`config.mk`:
```
export PLATFORM = sky130hd
export DESIGN_NAME = csp_shutdown_ctrl
export DESIGN_NICKNAME = d
export VERILOG_FILES = /design/src/logic/csp_pkg.sv /design/src/logic/csp_por_gen.sv /design/src/logic/csp_shutdown_ctrl.sv
export SDC_FILE = /design/constraint.sdc
export NUM_CORES = 1
export LEC_CHECK = 0
export CORE_MARGIN = 10
export CORE_UTILIZATION = 50
export DETAILED_ROUTE_END_ITERATION = 6
export DONT_BUFFER_PORTS = 1
export PLACE_DENSITY = 0.72
export SYNTH_ARGS = -nofsm -noshare
export SYNTH_HDL_FRONTEND = slang
export SYNTH_HIERARCHICAL = 1
export SYNTH_SLANG_ARGS = --single-unit
```
`constraint.sdc`:
```
create_clock -name CLOCK -period 3.6 [get_ports CLOCK]
set_input_delay 0.72 -clock CLOCK [delete_from_list [all_inputs] [get_ports CLOCK]]
set_output_delay 0.72 -clock CLOCK [all_outputs]
set_load 0.02 [all_outputs]
```
`src/logic/csp_pkg.sv`:
```
// Constants, types and the fixed shutdown program of the shutdown and reset controller
//
// What this block does
// - Writing 0119h to 6Fh starts entry 25
// - Entries 25 to 39 power down; 39 ends
// - Whole shutdown program takes about 296 ms
// - Internal reset forces all logic except the dropped-write flag to defaults
// - Either supply low drives internal reset low
// - Control writes discarded while internal reset held
// - Defaults at release; host writes only afterwards
// - Reset held at least 9.5 microseconds
// - Supply below off threshold reasserts reset at once
// - Dips above off thresholds cause no reset
// - Busy flag high while program runs
package csp_pkg;

   // Timing figures in their own units
   localparam real CLOCK_MHZ       = 125.0;
   localparam real POR_MIN_US      = 9.5;
   localparam real DELAY_UNIT_US   = 62.5;
   localparam real SHUTDOWN_TYP_MS = 350.0;
   localparam real MCLK_REF_MHZ    = 12.288;

   // Least times round up to whole clock cycles
   localparam int POR_CYCLES  = int'($ceil(POR_MIN_US * CLOCK_MHZ));
   localparam int UNIT_CYCLES = int'($ceil(DELAY_UNIT_US * CLOCK_MHZ));

   // Control interface widths
   localparam int ADDR_W = 8;
   localparam int DATA_W = 16;

   // Register addresses
   localparam logic [7:0] ADDR_SEQ_CTRL    = 8'h6F;
   localparam logic [7:0] ADDR_BIAS        = 8'h04;
   localparam logic [7:0] ADDR_MIDRAIL     = 8'h05;
   localparam logic [7:0] ADDR_PHONES_PGA  = 8'h0E;
   localparam logic [7:0] ADDR_LINE_PGA    = 8'h0F;
   localparam logic [7:0] ADDR_DAC         = 8'h12;
   localparam logic [7:0] ADDR_CLOCKS      = 8'h16;
   localparam logic [7:0] ADDR_SERVO       = 8'h43;
   localparam logic [7:0] ADDR_PHONES_OUT  = 8'h5A;
   localparam logic [7:0] ADDR_LINE_OUT    = 8'h5E;
   localparam logic [7:0] ADDR_CHARGE_PUMP = 8'h62;

   // Register image slots, same order as the address table
   localparam int NUM_TARGETS = 10;
   typedef logic [3:0] csp_idx_t;
   localparam csp_idx_t IDX_BIAS        = 4'h0;
   localparam csp_idx_t IDX_MIDRAIL     = 4'h1;
   localparam csp_idx_t IDX_PHONES_PGA  = 4'h2;
   localparam csp_idx_t IDX_LINE_PGA    = 4'h3;
   localparam csp_idx_t IDX_DAC         = 4'h4;
   localparam csp_idx_t IDX_CLOCKS      = 4'h5;
   localparam csp_idx_t IDX_SERVO       = 4'h6;
   localparam csp_idx_t IDX_PHONES_OUT  = 4'h7;
   localparam csp_idx_t IDX_LINE_OUT    = 4'h8;
   localparam csp_idx_t IDX_CHARGE_PUMP = 4'h9;
   localparam logic [7:0] TARGET_ADDR [NUM_TARGETS] = '{
      ADDR_BIAS, ADDR_MIDRAIL, ADDR_PHONES_PGA, ADDR_LINE_PGA, ADDR_DAC,
      ADDR_CLOCKS, ADDR_SERVO, ADDR_PHONES_OUT, ADDR_LINE_OUT, ADDR_CHARGE_PUMP};
   localparam logic [15:0] REG_DEFAULT = 16'h0000;

   // Sequencer control word fields
   localparam int SEQ_START_BIT = 8;
   localparam int SEQ_ABORT_BIT = 9;
   localparam int SEQ_IDX_MSB   = 6;
   localparam logic [6:0] SEQ_FIRST = 7'h19;
   localparam logic [6:0] SEQ_LAST  = 7'h27;

   // Delay code n waits (2^n + 8) units of 62.5 us
   localparam logic [15:0] DELAY_BASE_UNITS = 16'h0008;
   localparam logic [15:0] DELAY_ONE_UNIT   = 16'h0001;

   // Output bit positions
   localparam int BIT_SHORT_REL_L  = 7;
   localparam int BIT_OUT_STAGE_L  = 6;
   localparam int BIT_SERVO0       = 0;
   localparam int BIT_CHARGE_PUMP  = 0;
   localparam int BIT_DAC_L        = 3;
   localparam int BIT_DSP_CLOCK    = 1;
   localparam int BIT_BIAS         = 0;
   localparam int BIT_MID_REF      = 0;
   localparam int BIT_MID_BUF      = 6;
   localparam int MID_DIV_LSB      = 1;
   localparam int MID_DIV_MSB      = 2;

   // Sequencer states
   typedef enum logic [1:0] {
      SEQ_IDLE  = 2'b00,
      SEQ_WRITE = 2'b01,
      SEQ_WAIT  = 2'b10
   } csp_state_e;

   // One program entry
   typedef struct packed {
      logic [7:0] addr;
      logic [3:0] width;
      logic [3:0] start;
      logic [7:0] data;
      logic [3:0] delay;
      logic       end_of_sequence_flag;
   } csp_entry_s;

   localparam int PROG_LEN = 15;
   localparam csp_entry_s SHUTDOWN_PROG [PROG_LEN] = '{
      '{ADDR_LINE_OUT,    4'h8, 4'h0, 8'h77, 4'h0, 1'b0},
      '{ADDR_PHONES_OUT,  4'h8, 4'h0, 8'h77, 4'h0, 1'b0},
      '{ADDR_PHONES_OUT,  4'h8, 4'h0, 8'h00, 4'h0, 1'b0},
      '{ADDR_LINE_OUT,    4'h8, 4'h0, 8'h00, 4'h0, 1'b0},
      '{ADDR_SERVO,       4'h4, 4'h0, 8'h00, 4'h0, 1'b0},
      '{ADDR_CHARGE_PUMP, 4'h1, 4'h0, 8'h00, 4'h0, 1'b0},
      '{ADDR_DAC,         4'h2, 4'h2, 8'h00, 4'h0, 1'b0},
      '{ADDR_CLOCKS,      4'h1, 4'h1, 8'h00, 4'h0, 1'b0},
      '{ADDR_PHONES_PGA,  4'h2, 4'h0, 8'h00, 4'h0, 1'b0},
      '{ADDR_LINE_PGA,    4'h2, 4'h0, 8'h00, 4'h0, 1'b0},
      '{ADDR_BIAS,        4'h1, 4'h0, 8'h00, 4'h0, 1'b0},
      '{ADDR_MIDRAIL,     4'h1, 4'h0, 8'h00, 4'hC, 1'b0},
      '{ADDR_MIDRAIL,     4'h1, 4'h0, 8'h00, 4'h9, 1'b0},
      '{ADDR_MIDRAIL,     4'h8, 4'h0, 8'h00, 4'h0, 1'b0},
      '{ADDR_BIAS,        4'h2, 4'h0, 8'h00, 4'h0, 1'b1}};

endpackage

```
`src/logic/csp_por_gen.sv`:
```
// Internal power-on reset generator with minimum hold period
`timescale 1ns/1ps
module csp_por_gen #(
   parameter int HOLD_CYCLES = 1188
) (
   input  wire logic clk,
   input  wire logic rst_b,
   input  wire logic analog_ok,
   input  wire logic core_ok,
   output logic      por_b_reg
);
   localparam int CNT_W = $clog2(HOLD_CYCLES + 1);

   logic [CNT_W-1:0] hold_cnt_reg;
   logic             supplies_ok;

   // Monitors report above the off threshold, so a shallow dip keeps this high
   assign supplies_ok = analog_ok & core_ok;

   // Hold reset low until both supplies have been good for the full period
   always_ff @(posedge clk or negedge rst_b)
   begin
      if (!rst_b)
      begin
         hold_cnt_reg <= '0;
         por_b_reg    <= 1'b0;
      end
      else if (!supplies_ok)
      begin
         hold_cnt_reg <= '0;
         por_b_reg    <= 1'b0;
      end
      else if (!por_b_reg)
      begin
         // Counting from the first good cycle even with instant supply rise
         if (hold_cnt_reg == CNT_W'(HOLD_CYCLES - 1))
            por_b_reg <= 1'b1;
         else
            hold_cnt_reg <= hold_cnt_reg + CNT_W'(1);
      end
   end
endmodule

```
`src/logic/csp_shutdown_ctrl.sv`:
```
// Shutdown program sequencer, register image and reset gating of the codec control logic
`timescale 1ns/1ps
module csp_shutdown_ctrl #(
   parameter int UNIT_CYCLES = csp_pkg::UNIT_CYCLES
) (
   input  wire logic                       CLOCK,
   input  wire logic                       RST_B,
   input  wire logic                       ANALOG_SUPPLY_OK,
   input  wire logic                       CORE_SUPPLY_OK,
   input  wire logic                       CTRL_WRITE,
   input  wire logic [csp_pkg::ADDR_W-1:0] CTRL_ADDR,
   input  wire logic [csp_pkg::DATA_W-1:0] CTRL_DATA,
   output logic                            INTERNAL_RESET_B,
   output logic                            CTRL_WRITE_DROPPED,
   output logic                            SEQUENCER_BUSY_FLAG,
   output logic                            END_OF_SEQUENCE_FLAG,
   output logic [6:0]                      SEQ_INDEX,
   output logic                            LEFT_LINE_SHORT_RELEASE,
   output logic                            LEFT_PHONES_SHORT_RELEASE,
   output logic                            LEFT_PHONES_OUTPUT_STAGE_ON,
   output logic                            SERVO_CHANNEL0_ON,
   output logic                            CHARGE_PUMP_ON,
   output logic                            LEFT_DAC_ON,
   output logic                            DSP_CLOCK_ON,
   output logic                            BIAS_ON,
   output logic                            MIDRAIL_REFERENCE_ON,
   output logic                            MIDRAIL_BUFFER_ON,
   output logic [1:0]                      MIDRAIL_DIVIDER_SELECT
);
   import csp_pkg::*;

   localparam int CYC_W = $clog2(UNIT_CYCLES + 1);

   logic               por_b;
   logic               host_wr;
   logic               seq_ctrl_wr;
   logic               start_req;
   logic               abort_req;
   logic [6:0]         start_idx;
   logic               start_ok;
   logic [3:0]         prog_pos;
   csp_entry_s         entry;
   logic [15:0]        delay_units;
   logic               unit_tick;
   logic               wait_done;
   logic [4:0]         host_hit;
   logic [4:0]         seq_hit;
   logic [15:0]        seq_mask;
   logic [15:0]        seq_value;

   csp_state_e         state_reg;
   logic [6:0]         index_reg;
   logic               busy_reg;
   logic               eos_pulse_reg;
   logic               dropped_reg;
   logic [15:0]        unit_cnt_reg;
   logic [CYC_W-1:0]   cyc_cnt_reg;
   logic [15:0]        regs_reg [NUM_TARGETS];

   // Address to image slot; top bit flags a hit
   function automatic logic [4:0] target_slot(input logic [7:0] addr);
      logic [4:0] slot;
      slot = 5'h00;
      for (int i = 0; i < NUM_TARGETS; i++)
      begin
         if (TARGET_ADDR[i] == addr)
            slot = {1'b1, 4'(i)};
      end
      return slot;
   endfunction

   // Mask of a field of given width at given start bit
   function automatic logic [15:0] field_mask(input logic [3:0] width,
                                              input logic [3:0] start);
      logic [16:0] ones;
      ones = (17'h00001 << width) - 17'h00001;
      return ones[15:0] << start;
   endfunction

   // Internal power-on reset
   csp_por_gen #(
      .HOLD_CYCLES (POR_CYCLES)
   ) u_por (
      .clk       (CLOCK),
      .rst_b     (RST_B),
      .analog_ok (ANALOG_SUPPLY_OK),
      .core_ok   (CORE_SUPPLY_OK),
      .por_b_reg (por_b)
   );

   assign INTERNAL_RESET_B = por_b;

   // Host writes count only once the internal reset has released
   assign host_wr     = CTRL_WRITE & por_b;
   assign seq_ctrl_wr = host_wr && (CTRL_ADDR == ADDR_SEQ_CTRL);
   assign start_idx   = CTRL_DATA[SEQ_IDX_MSB:0];
   // Only the shutdown program is held here; other start indices are ignored
   assign start_ok    = (start_idx >= SEQ_FIRST) && (start_idx <= SEQ_LAST);
   assign abort_req   = seq_ctrl_wr && CTRL_DATA[SEQ_ABORT_BIT];
   assign start_req   = seq_ctrl_wr && CTRL_DATA[SEQ_START_BIT]
                        && !CTRL_DATA[SEQ_ABORT_BIT] && start_ok;

   // Current entry of the fixed program
   assign prog_pos    = 4'(index_reg - SEQ_FIRST);
   assign entry       = SHUTDOWN_PROG[prog_pos];
   assign delay_units = DELAY_BASE_UNITS + (DELAY_ONE_UNIT << entry.delay);

   // Delay timer strobes
   assign unit_tick = (cyc_cnt_reg == CYC_W'(UNIT_CYCLES - 1));
   assign wait_done = (state_reg == SEQ_WAIT) && unit_tick
                      && (unit_cnt_reg == DELAY_ONE_UNIT);

   // Field write of the current entry
   assign host_hit  = target_slot(CTRL_ADDR);
   assign seq_hit   = target_slot(entry.addr);
   assign seq_mask  = field_mask(entry.width, entry.start);
   assign seq_value = 16'({8'h00, entry.data} << entry.start) & seq_mask;

   // Sequencer state and index; an abort takes priority over everything except the resets
   always_ff @(posedge CLOCK or negedge RST_B)
   begin
      if (!RST_B)
      begin
         state_reg <= SEQ_IDLE;
         index_reg <= SEQ_FIRST;
      end
      else if (!por_b)
      begin
         state_reg <= SEQ_IDLE;
         index_reg <= SEQ_FIRST;
      end
      else if (abort_req)
         state_reg <= SEQ_IDLE;
      else
      begin
         unique case (state_reg)
            SEQ_IDLE:
            begin
               if (start_req)
               begin
                  state_reg <= SEQ_WRITE;
                  index_reg <= start_idx;
               end
            end
            SEQ_WRITE:
               state_reg <= SEQ_WAIT;
            SEQ_WAIT:
            begin
               if (wait_done)
               begin
                  if (entry.end_of_sequence_flag)
                     state_reg <= SEQ_IDLE;
                  else
                  begin
                     state_reg <= SEQ_WRITE;
                     index_reg <= index_reg + 7'h01;
                  end
               end
            end
            default:
               state_reg <= SEQ_IDLE;
         endcase
      end
   end

   // Delay timer: prescaler to 62.5 us units, then units down to one
   always_ff @(posedge CLOCK or negedge RST_B)
   begin
      if (!RST_B)
      begin
         cyc_cnt_reg  <= '0;
         unit_cnt_reg <= 16'h0000;
      end
      else if (!por_b || state_reg != SEQ_WAIT)
      begin
         cyc_cnt_reg  <= '0;
         unit_cnt_reg <= delay_units;
      end
      else if (unit_tick)
      begin
         cyc_cnt_reg  <= '0;
         unit_cnt_reg <= unit_cnt_reg - DELAY_ONE_UNIT;
      end
      else
         cyc_cnt_reg <= cyc_cnt_reg + CYC_W'(1);
   end

   // Busy covers the last entry's delay too
   always_ff @(posedge CLOCK or negedge RST_B)
   begin
      if (!RST_B)
         busy_reg <= 1'b0;
      else if (!por_b || abort_req)
         busy_reg <= 1'b0;
      else if (start_req && state_reg == SEQ_IDLE)
         busy_reg <= 1'b1;
      else if (wait_done && entry.end_of_sequence_flag)
         busy_reg <= 1'b0;
   end

   // One-cycle marker when the end entry completes
   always_ff @(posedge CLOCK or negedge RST_B)
   begin
      if (!RST_B)
         eos_pulse_reg <= 1'b0;
      else
         eos_pulse_reg <= por_b && !abort_req && wait_done && entry.end_of_sequence_flag;
   end

   // Flags a control write that arrived while held in reset
   always_ff @(posedge CLOCK or negedge RST_B)
   begin
      if (!RST_B)
         dropped_reg <= 1'b0;
      else
         dropped_reg <= CTRL_WRITE & ~por_b;
   end

   // Register image; sequencer field write lands after a same-cycle host write
   always_ff @(posedge CLOCK or negedge RST_B)
   begin
      if (!RST_B)
      begin
         for (int i = 0; i < NUM_TARGETS; i++)
            regs_reg[i] <= REG_DEFAULT;
      end
      else if (!por_b)
      begin
         for (int i = 0; i < NUM_TARGETS; i++)
            regs_reg[i] <= REG_DEFAULT;
      end
      else
      begin
         for (int i = 0; i < NUM_TARGETS; i++)
         begin
            if (host_wr && host_hit[4] && host_hit[3:0] == 4'(i))
               regs_reg[i] <= CTRL_DATA;
            if (state_reg == SEQ_WRITE && seq_hit[4] && seq_hit[3:0] == 4'(i))
               regs_reg[i] <= (regs_reg[i] & ~seq_mask) | seq_value;
         end
      end
   end

   // Status and power-enable outputs straight from flip-flops
   assign SEQUENCER_BUSY_FLAG         = busy_reg;
   assign END_OF_SEQUENCE_FLAG        = eos_pulse_reg;
   assign CTRL_WRITE_DROPPED          = dropped_reg;
   assign SEQ_INDEX                   = index_reg;
   assign LEFT_LINE_SHORT_RELEASE     = regs_reg[IDX_LINE_OUT][BIT_SHORT_REL_L];
   assign LEFT_PHONES_SHORT_RELEASE   = regs_reg[IDX_PHONES_OUT][BIT_SHORT_REL_L];
   assign LEFT_PHONES_OUTPUT_STAGE_ON = regs_reg[IDX_PHONES_OUT][BIT_OUT_STAGE_L];
   assign SERVO_CHANNEL0_ON           = regs_reg[IDX_SERVO][BIT_SERVO0];
   assign CHARGE_PUMP_ON              = regs_reg[IDX_CHARGE_PUMP][BIT_CHARGE_PUMP];
   assign LEFT_DAC_ON                 = regs_reg[IDX_DAC][BIT_DAC_L];
   assign DSP_CLOCK_ON                = regs_reg[IDX_CLOCKS][BIT_DSP_CLOCK];
   assign BIAS_ON                     = regs_reg[IDX_BIAS][BIT_BIAS];
   assign MIDRAIL_REFERENCE_ON        = regs_reg[IDX_MIDRAIL][BIT_MID_REF];
   assign MIDRAIL_BUFFER_ON           = regs_reg[IDX_MIDRAIL][BIT_MID_BUF];
   assign MIDRAIL_DIVIDER_SELECT      = regs_reg[IDX_MIDRAIL][MID_DIV_MSB:MID_DIV_LSB];

endmodule

```
* Word-level counts from Yosys, hierarchy flattened *
Memory sizes are Yosys's and may differ from the RTL's.
Cells that the tools add are included.

storage, ports and cells
  logic and storage cells = 241
  bits in registers = 213
  memory bits (read-only) = 464
  output and inout port bits = 23
  memories kept = 1

memories
  name             depth  width  rd ports  clocked after Yosys merged registers in  write ports  line                      text
  (no name shown)  16     29     1         0                                        0            csp_shutdown_ctrl.sv:105  assign entry = SHUTDOWN_PROG[prog_pos];

operators by class
  multiplexer cells = 68
  add/subtract/negate cells = 7
  equality and inequality tests = 64
  reductions and logical operators = 48
  order comparisons = 3
  bitwise logic cells = 27
  shifts and indexed selects = 4

operators with widths
  cell                                                                   count
  16-bit 2-to-1 mux                                                      22
  16-bit AND                                                             11
  160-bit 2-to-1 mux                                                     1
  16-bit bitwise OR                                                      10
  5-bit 2-to-1 mux                                                       20
  7-bit by 8-bit == test with 1-bit output (first input constant)        8
  29-bit 2-to-1 mux                                                      2
  3-bit != test (second input constant)                                  14
  1-bit logical AND                                                      35
  7-bit 2-to-1 mux                                                       5
  11-bit 2-to-1 mux                                                      3
  3-bit by 8-bit == test with 1-bit output (first input constant)        4
  4-bit by 3-bit == test with 1-bit output (second input constant)       8
  4-bit by 8-bit == test with 1-bit output (first input constant)        4
  5-bit by 8-bit == test with 1-bit output (first input constant)        4
  1-bit by 4-bit left shift with 16-bit output (first input constant)    2
  16-bit by 1-bit subtractor with 16-bit output (second input constant)  2
  13-bit 2-to-1 mux                                                      2
  4-bit by 16-bit adder with 16-bit output (first input constant)        1
  16-bit by 1-bit == test with 1-bit output (second input constant)      1
  4-bit by 2-bit == test with 1-bit output (second input constant)       4
  4-bit == test (second input constant)                                  4
  16-bit NOT                                                             1
  16-bit by 4-bit left shift with 16-bit output                          1
  other kinds (31)                                                       52

* Logic depth before layout (Yosys ltp) *
  depth in word-level cells = 20
  depth in mapped cells = 15
  mapped depth without buffers = 13

* By module *
The synthesis kept the hierarchy.

by module, submodules not included
  module             area an instance (um^2)  instances  seq. area each (um^2)  cells an instance
  csp_shutdown_ctrl  3771.1                   1          1330.0                 449
  csp_por_gen        689.4                    1          300.3                  72

* Worst setup path before layout *
OpenSTA, ideal clock, no wires.

  kind = register to register
  from = reg index_reg[0], in the netlist SEQ_INDEX[0]
  to = reg regs_reg, in the netlist LEFT_PHONES_OUTPUT_STAGE_ON
  data arrival time = 3.478 ns
  path slack = 0.002 ns
  path buffers = 3
  library setup time = 0.120 ns
  cell stages (with the launch flop) = 16
  data required time = 3.480 ns
  path through = dfstp_2 > clkbuf_1 > inv_1 > ha_1 > ha_1 > clkbuf_1 > clkbuf_1 > a31oi_1 > o21ai_1 > nand2b_1 > ha_1 > inv_1 > a22oi_1 > nand3_1 > mux2_2 > a31o_2

on the way
  cells in the longest elaborated chain, start to end = 20
  elaborated cells on any way between the ends = 39
  those cells by class = add/sub (2); eq/ne (12); shift (3); mux (14); bitwise (5); reduce/logical (2); memory (1)

ends and longest elaborated chain
  element                                                                                                 line                      text
  start, declared                                                                                         csp_shutdown_ctrl.sv:52   logic [6:0] index_reg;
  start signal, assigned                                                                                  csp_shutdown_ctrl.sv:142  index_reg <= start_idx;
  start signal, assigned                                                                                  csp_shutdown_ctrl.sv:156  index_reg <= index_reg + 7'h01;
  4-bit subtractor (*)                                                                                    csp_shutdown_ctrl.sv:104  assign prog_pos = 4'(index_reg - SEQ_FIRST);
  4-bit NOT with 5-bit output (implied by the code) (*)                                                   csp_shutdown_ctrl.sv:105
  memory 16 x 29 bit (*)                                                                                  n/a
  29-bit 2-to-1 mux (implied by the code) (*) (2 in series)                                               csp_shutdown_ctrl.sv:105
  parallel branches: the longest is 15 deep, another holds 16-bit by 1-bit subtractor with 16-bit output  n/a
  end signal, assigned by index                                                                           csp_shutdown_ctrl.sv:239  regs_reg[i] <= (regs_reg[i] & ~seq_mask) | seq_value;
  end, declared                                                                                           csp_shutdown_ctrl.sv:58   logic [15:0] regs_reg [NUM_TARGETS];

Mark *: on every way between the ends. The select of a mux whose other input is x is not followed.
A chain may end at the register's enable or synchronous reset.

* Worst setup path after layout *
Same ends and word-level chain as after synthesis.

==> flow_summary.toml <==
[run_status]
status = "finished, final reports clean"

[global_route]
overflow = 0
grt_pass1_vias = 3962
gr-usage-all-layers = 0.182
grt_max_degree = 66
antenna_found_initial = 1
grt_pass1_wl_mm = 19.9

[pwr]
p_seq_frac = 0.512
p_leak_nw = 1.90
p_per_area_nw_per_um2 = 300
design_power_total_w = 0.00143
pwr-share-clk = 0.473
intPower_w = 0.00110
ir_drop_v = 0.000203
power_frac_comb = 0.015
netSwitchingPower_w = 0.000330
swShare = 0.230

[timing]
rsz0062_at_grt = "no"
period_share = 0.932
slew_headroom = 0.374
fmax_ghz = 0.298
worst_slew_pin_slew_ns = 0.934
drv_slew = 0
fin_crit_ns = 3.36
hold_viol_final = 0
tns_ns = 0
clock_skew_ns = 0.0208
setup_viol_count_final = 0

[floorplanning]
die_width_um = 114
top_level_ports = 52
fp.dieArea_sq_um = 13100
die_y_um = 114
placement_rows = 34
start_util = 0.511
core_sq_um = 8720

[finish]
syn_to_final_growth_pct = 7.15
final_area_sq_um = 4780
regArea_sq_um = 1630
nNetsFinal = 557
multi_input_area_sq_um = 2670
nFillCells = 774
largest_reg_flops = 16
final_util = 0.548
drive_above_1_share = 0.0923

[clock_network]
cts_made_buffers = 9
clkLatencyLatePin_ns = 0.35
clock-root-buffer = "clkbuf_8"
cts_tree = "built"
cts_hold_buf = 0
cts_sinks = 65
postCtsSetupRepairBufs = 0
h-tree-depth = 3
clk_pin_slew_ns = 0.09
cts_resized = 0
cts_max_path_buffers = 2

[detailed_routing]
drc = 0
drtPass1Iterations = 7
drt-initial-drc-count = 365
post_drt_wl_per_cell_um = 19.0
viasPerCell = 6.54
vias = 4111
ant_nets = 0
wl_mm = 12.0

[place]
place_congestion = 0.877
portBuffers = 0
hpwl_mm = 8.59
post_dp_cell_area_sq_um = 4560

[synthesis]
postSynthAreaPerCell_sq_um = 8.56
synth_ff_type = "dfrtp_1"
synth_seq_cells = 65
yosysWarnings = 6
syn-num-nets = 563
synth-seq-area-share = 0.365
synth_cell_types = 72
synth_edf_count = 0
syn_area_sq_um = 4460
syn_inst = 521
async_flop_share = 1.00

[worst_setup_path]
worst-endpoint-required_ns = 3.84
end_kind = "flop"
path_cells = "inv_1, ha_1, ha_1, or3_1, o211ai_1, nand2_1, ha_1, inv_1, a22oi_1, nand3_1, mux2_2, a31o_2"
ff2ff_setup_slack_ns = 0.24
cp_max_fo = 10
r2r-end = "LEFT_PHONES_OUTPUT_STAGE_ON"
critPathKind = "flop to flop"
slowest_stage = "dfstp_2"
ff2ff_path_depth = 12
worstReg2RegStart = "SEQ_INDEX[0]"
arrival_ns = 3.60
timing.critical_path.slowest_cell_delay_ns = 0.54
cp-start-kind = "flop"
worst_path_most_repeated_cell = "ha_1"

[hold_path]
hp-class = "input pin to async pin"

[run]
maxCapViolCount = 0
[how the worst max path moves through the flow]
stage | startpoint | to | slack [ns] | cells past startpoint
after global placement | SEQ_INDEX[0] | LEFT_PHONES_OUTPUT_STAGE_ON | 0.33 | 12
final | SEQ_INDEX[0] | LEFT_PHONES_OUTPUT_STAGE_ON | 0.24 | 12
after detailed placement | SEQ_INDEX[0] | LEFT_PHONES_OUTPUT_STAGE_ON | 0.26 | 12
after global routing | SEQ_INDEX[0] | LEFT_PHONES_OUTPUT_STAGE_ON | 0.06 | 12
after CTS | SEQ_INDEX[0] | LEFT_PHONES_OUTPUT_STAGE_ON | 0.25 | 12
after floorplan | SEQ_INDEX[0] | LEFT_PHONES_OUTPUT_STAGE_ON | 0.002 | 15
[cells in the mapped netlist (13+ instances only)]
cell,count,area [sq um]
dfrtp_1,62,1550
nor2_1,51,191
nand2_1,44,165
a21oi_1,24,120
nand3_1,23,115
o21ai_0,22,110
clkbuf_1,20,75.1
inv_1,19,71.3
nor3_1,19,95.1
nor4_1,15,93.8
xor2_1,14,123
ha_1,13,163
xnor2_1,13,114
[logic make-up (layout without fill, tap and decap cells)]
group	after synthesis	count (layout)	share of synthesized area
buf+inv	44	43	0.0376
flops	65	65	0.365
xor+xnor	27	27	0.0530
fa+ha+maj	13	13	0.0365
compound gates	120	120	0.185
simple gates	240	240	0.294
mux	12	12	0.0281
other cells	0	1	0
[routing by layer]
layer	vias up	track usage	wire [um]
li1	1909	-	-
met1	2015	0.237	5190
met2	158	0.285	5660
met3	29	0.0456	819
met4	0	0.0702	290
met5	-	0	0
[final cells by class]
cell class                      count  share of cell area
Multi-Input combinational cell    412               0.558
Sequential cell                    65               0.341
Clock buffer                       11              0.0317
Tap cell                          108              0.0283
Inverter                           19              0.0149
Clock inverter                      5              0.0131
Timing Repair Buffer                8              0.0126
Antenna cell                        1            0.000524
[cells in the final DEF, fill, tap and decap left out, types with 12 or more instances in the layout]
master and count:
xor2_1 14, a21oi_1 24, nor4_1 15, xnor2_1 13, nor2_1 51, ha_1 13
inv_1 19, o31ai_1 12, nand2b_1 12, nand2_1 44, o21ai_0 22, dfrtp_1 62
nor3_1 19, and3_1 12, nand3_1 23
[metrics by stage]
stage	hold WS, ns	cells	setup slack, ns
detailed placement	0.426	612	0.255
CTS	0.0478	628	0.245
finish	0.0591	629	0.243
global route	0.0316	629	0.0575
floorplan	0.424	521	0.00195
global placement	0.427	612	0.326
[worst max-delay path, delay by kind of cell, from the launching register on]
family                   cells  cell delay (ns)
multiplexers                 1             0.35
AND/OR/NAND/NOR              3             0.65
flip-flops                   1             0.54
buffers and inverters        2             0.17
adder cells (fa/ha/maj)      3             0.98
AO/OA/AOI/OAI                3             0.57
[power groups by stage]
stage               Combinational (W)  Clock [W]  Sequential [W]
floorplan                   0.0000190          0        0.000748
global placement            0.0000203          0        0.000748
detailed placement          0.0000213          0        0.000748
CTS                         0.0000214   0.000690        0.000734
global route                0.0000238   0.000720        0.000734
finish                      0.0000216   0.000679        0.000734
No activity file was read; power rests on OpenSTA's default activity.
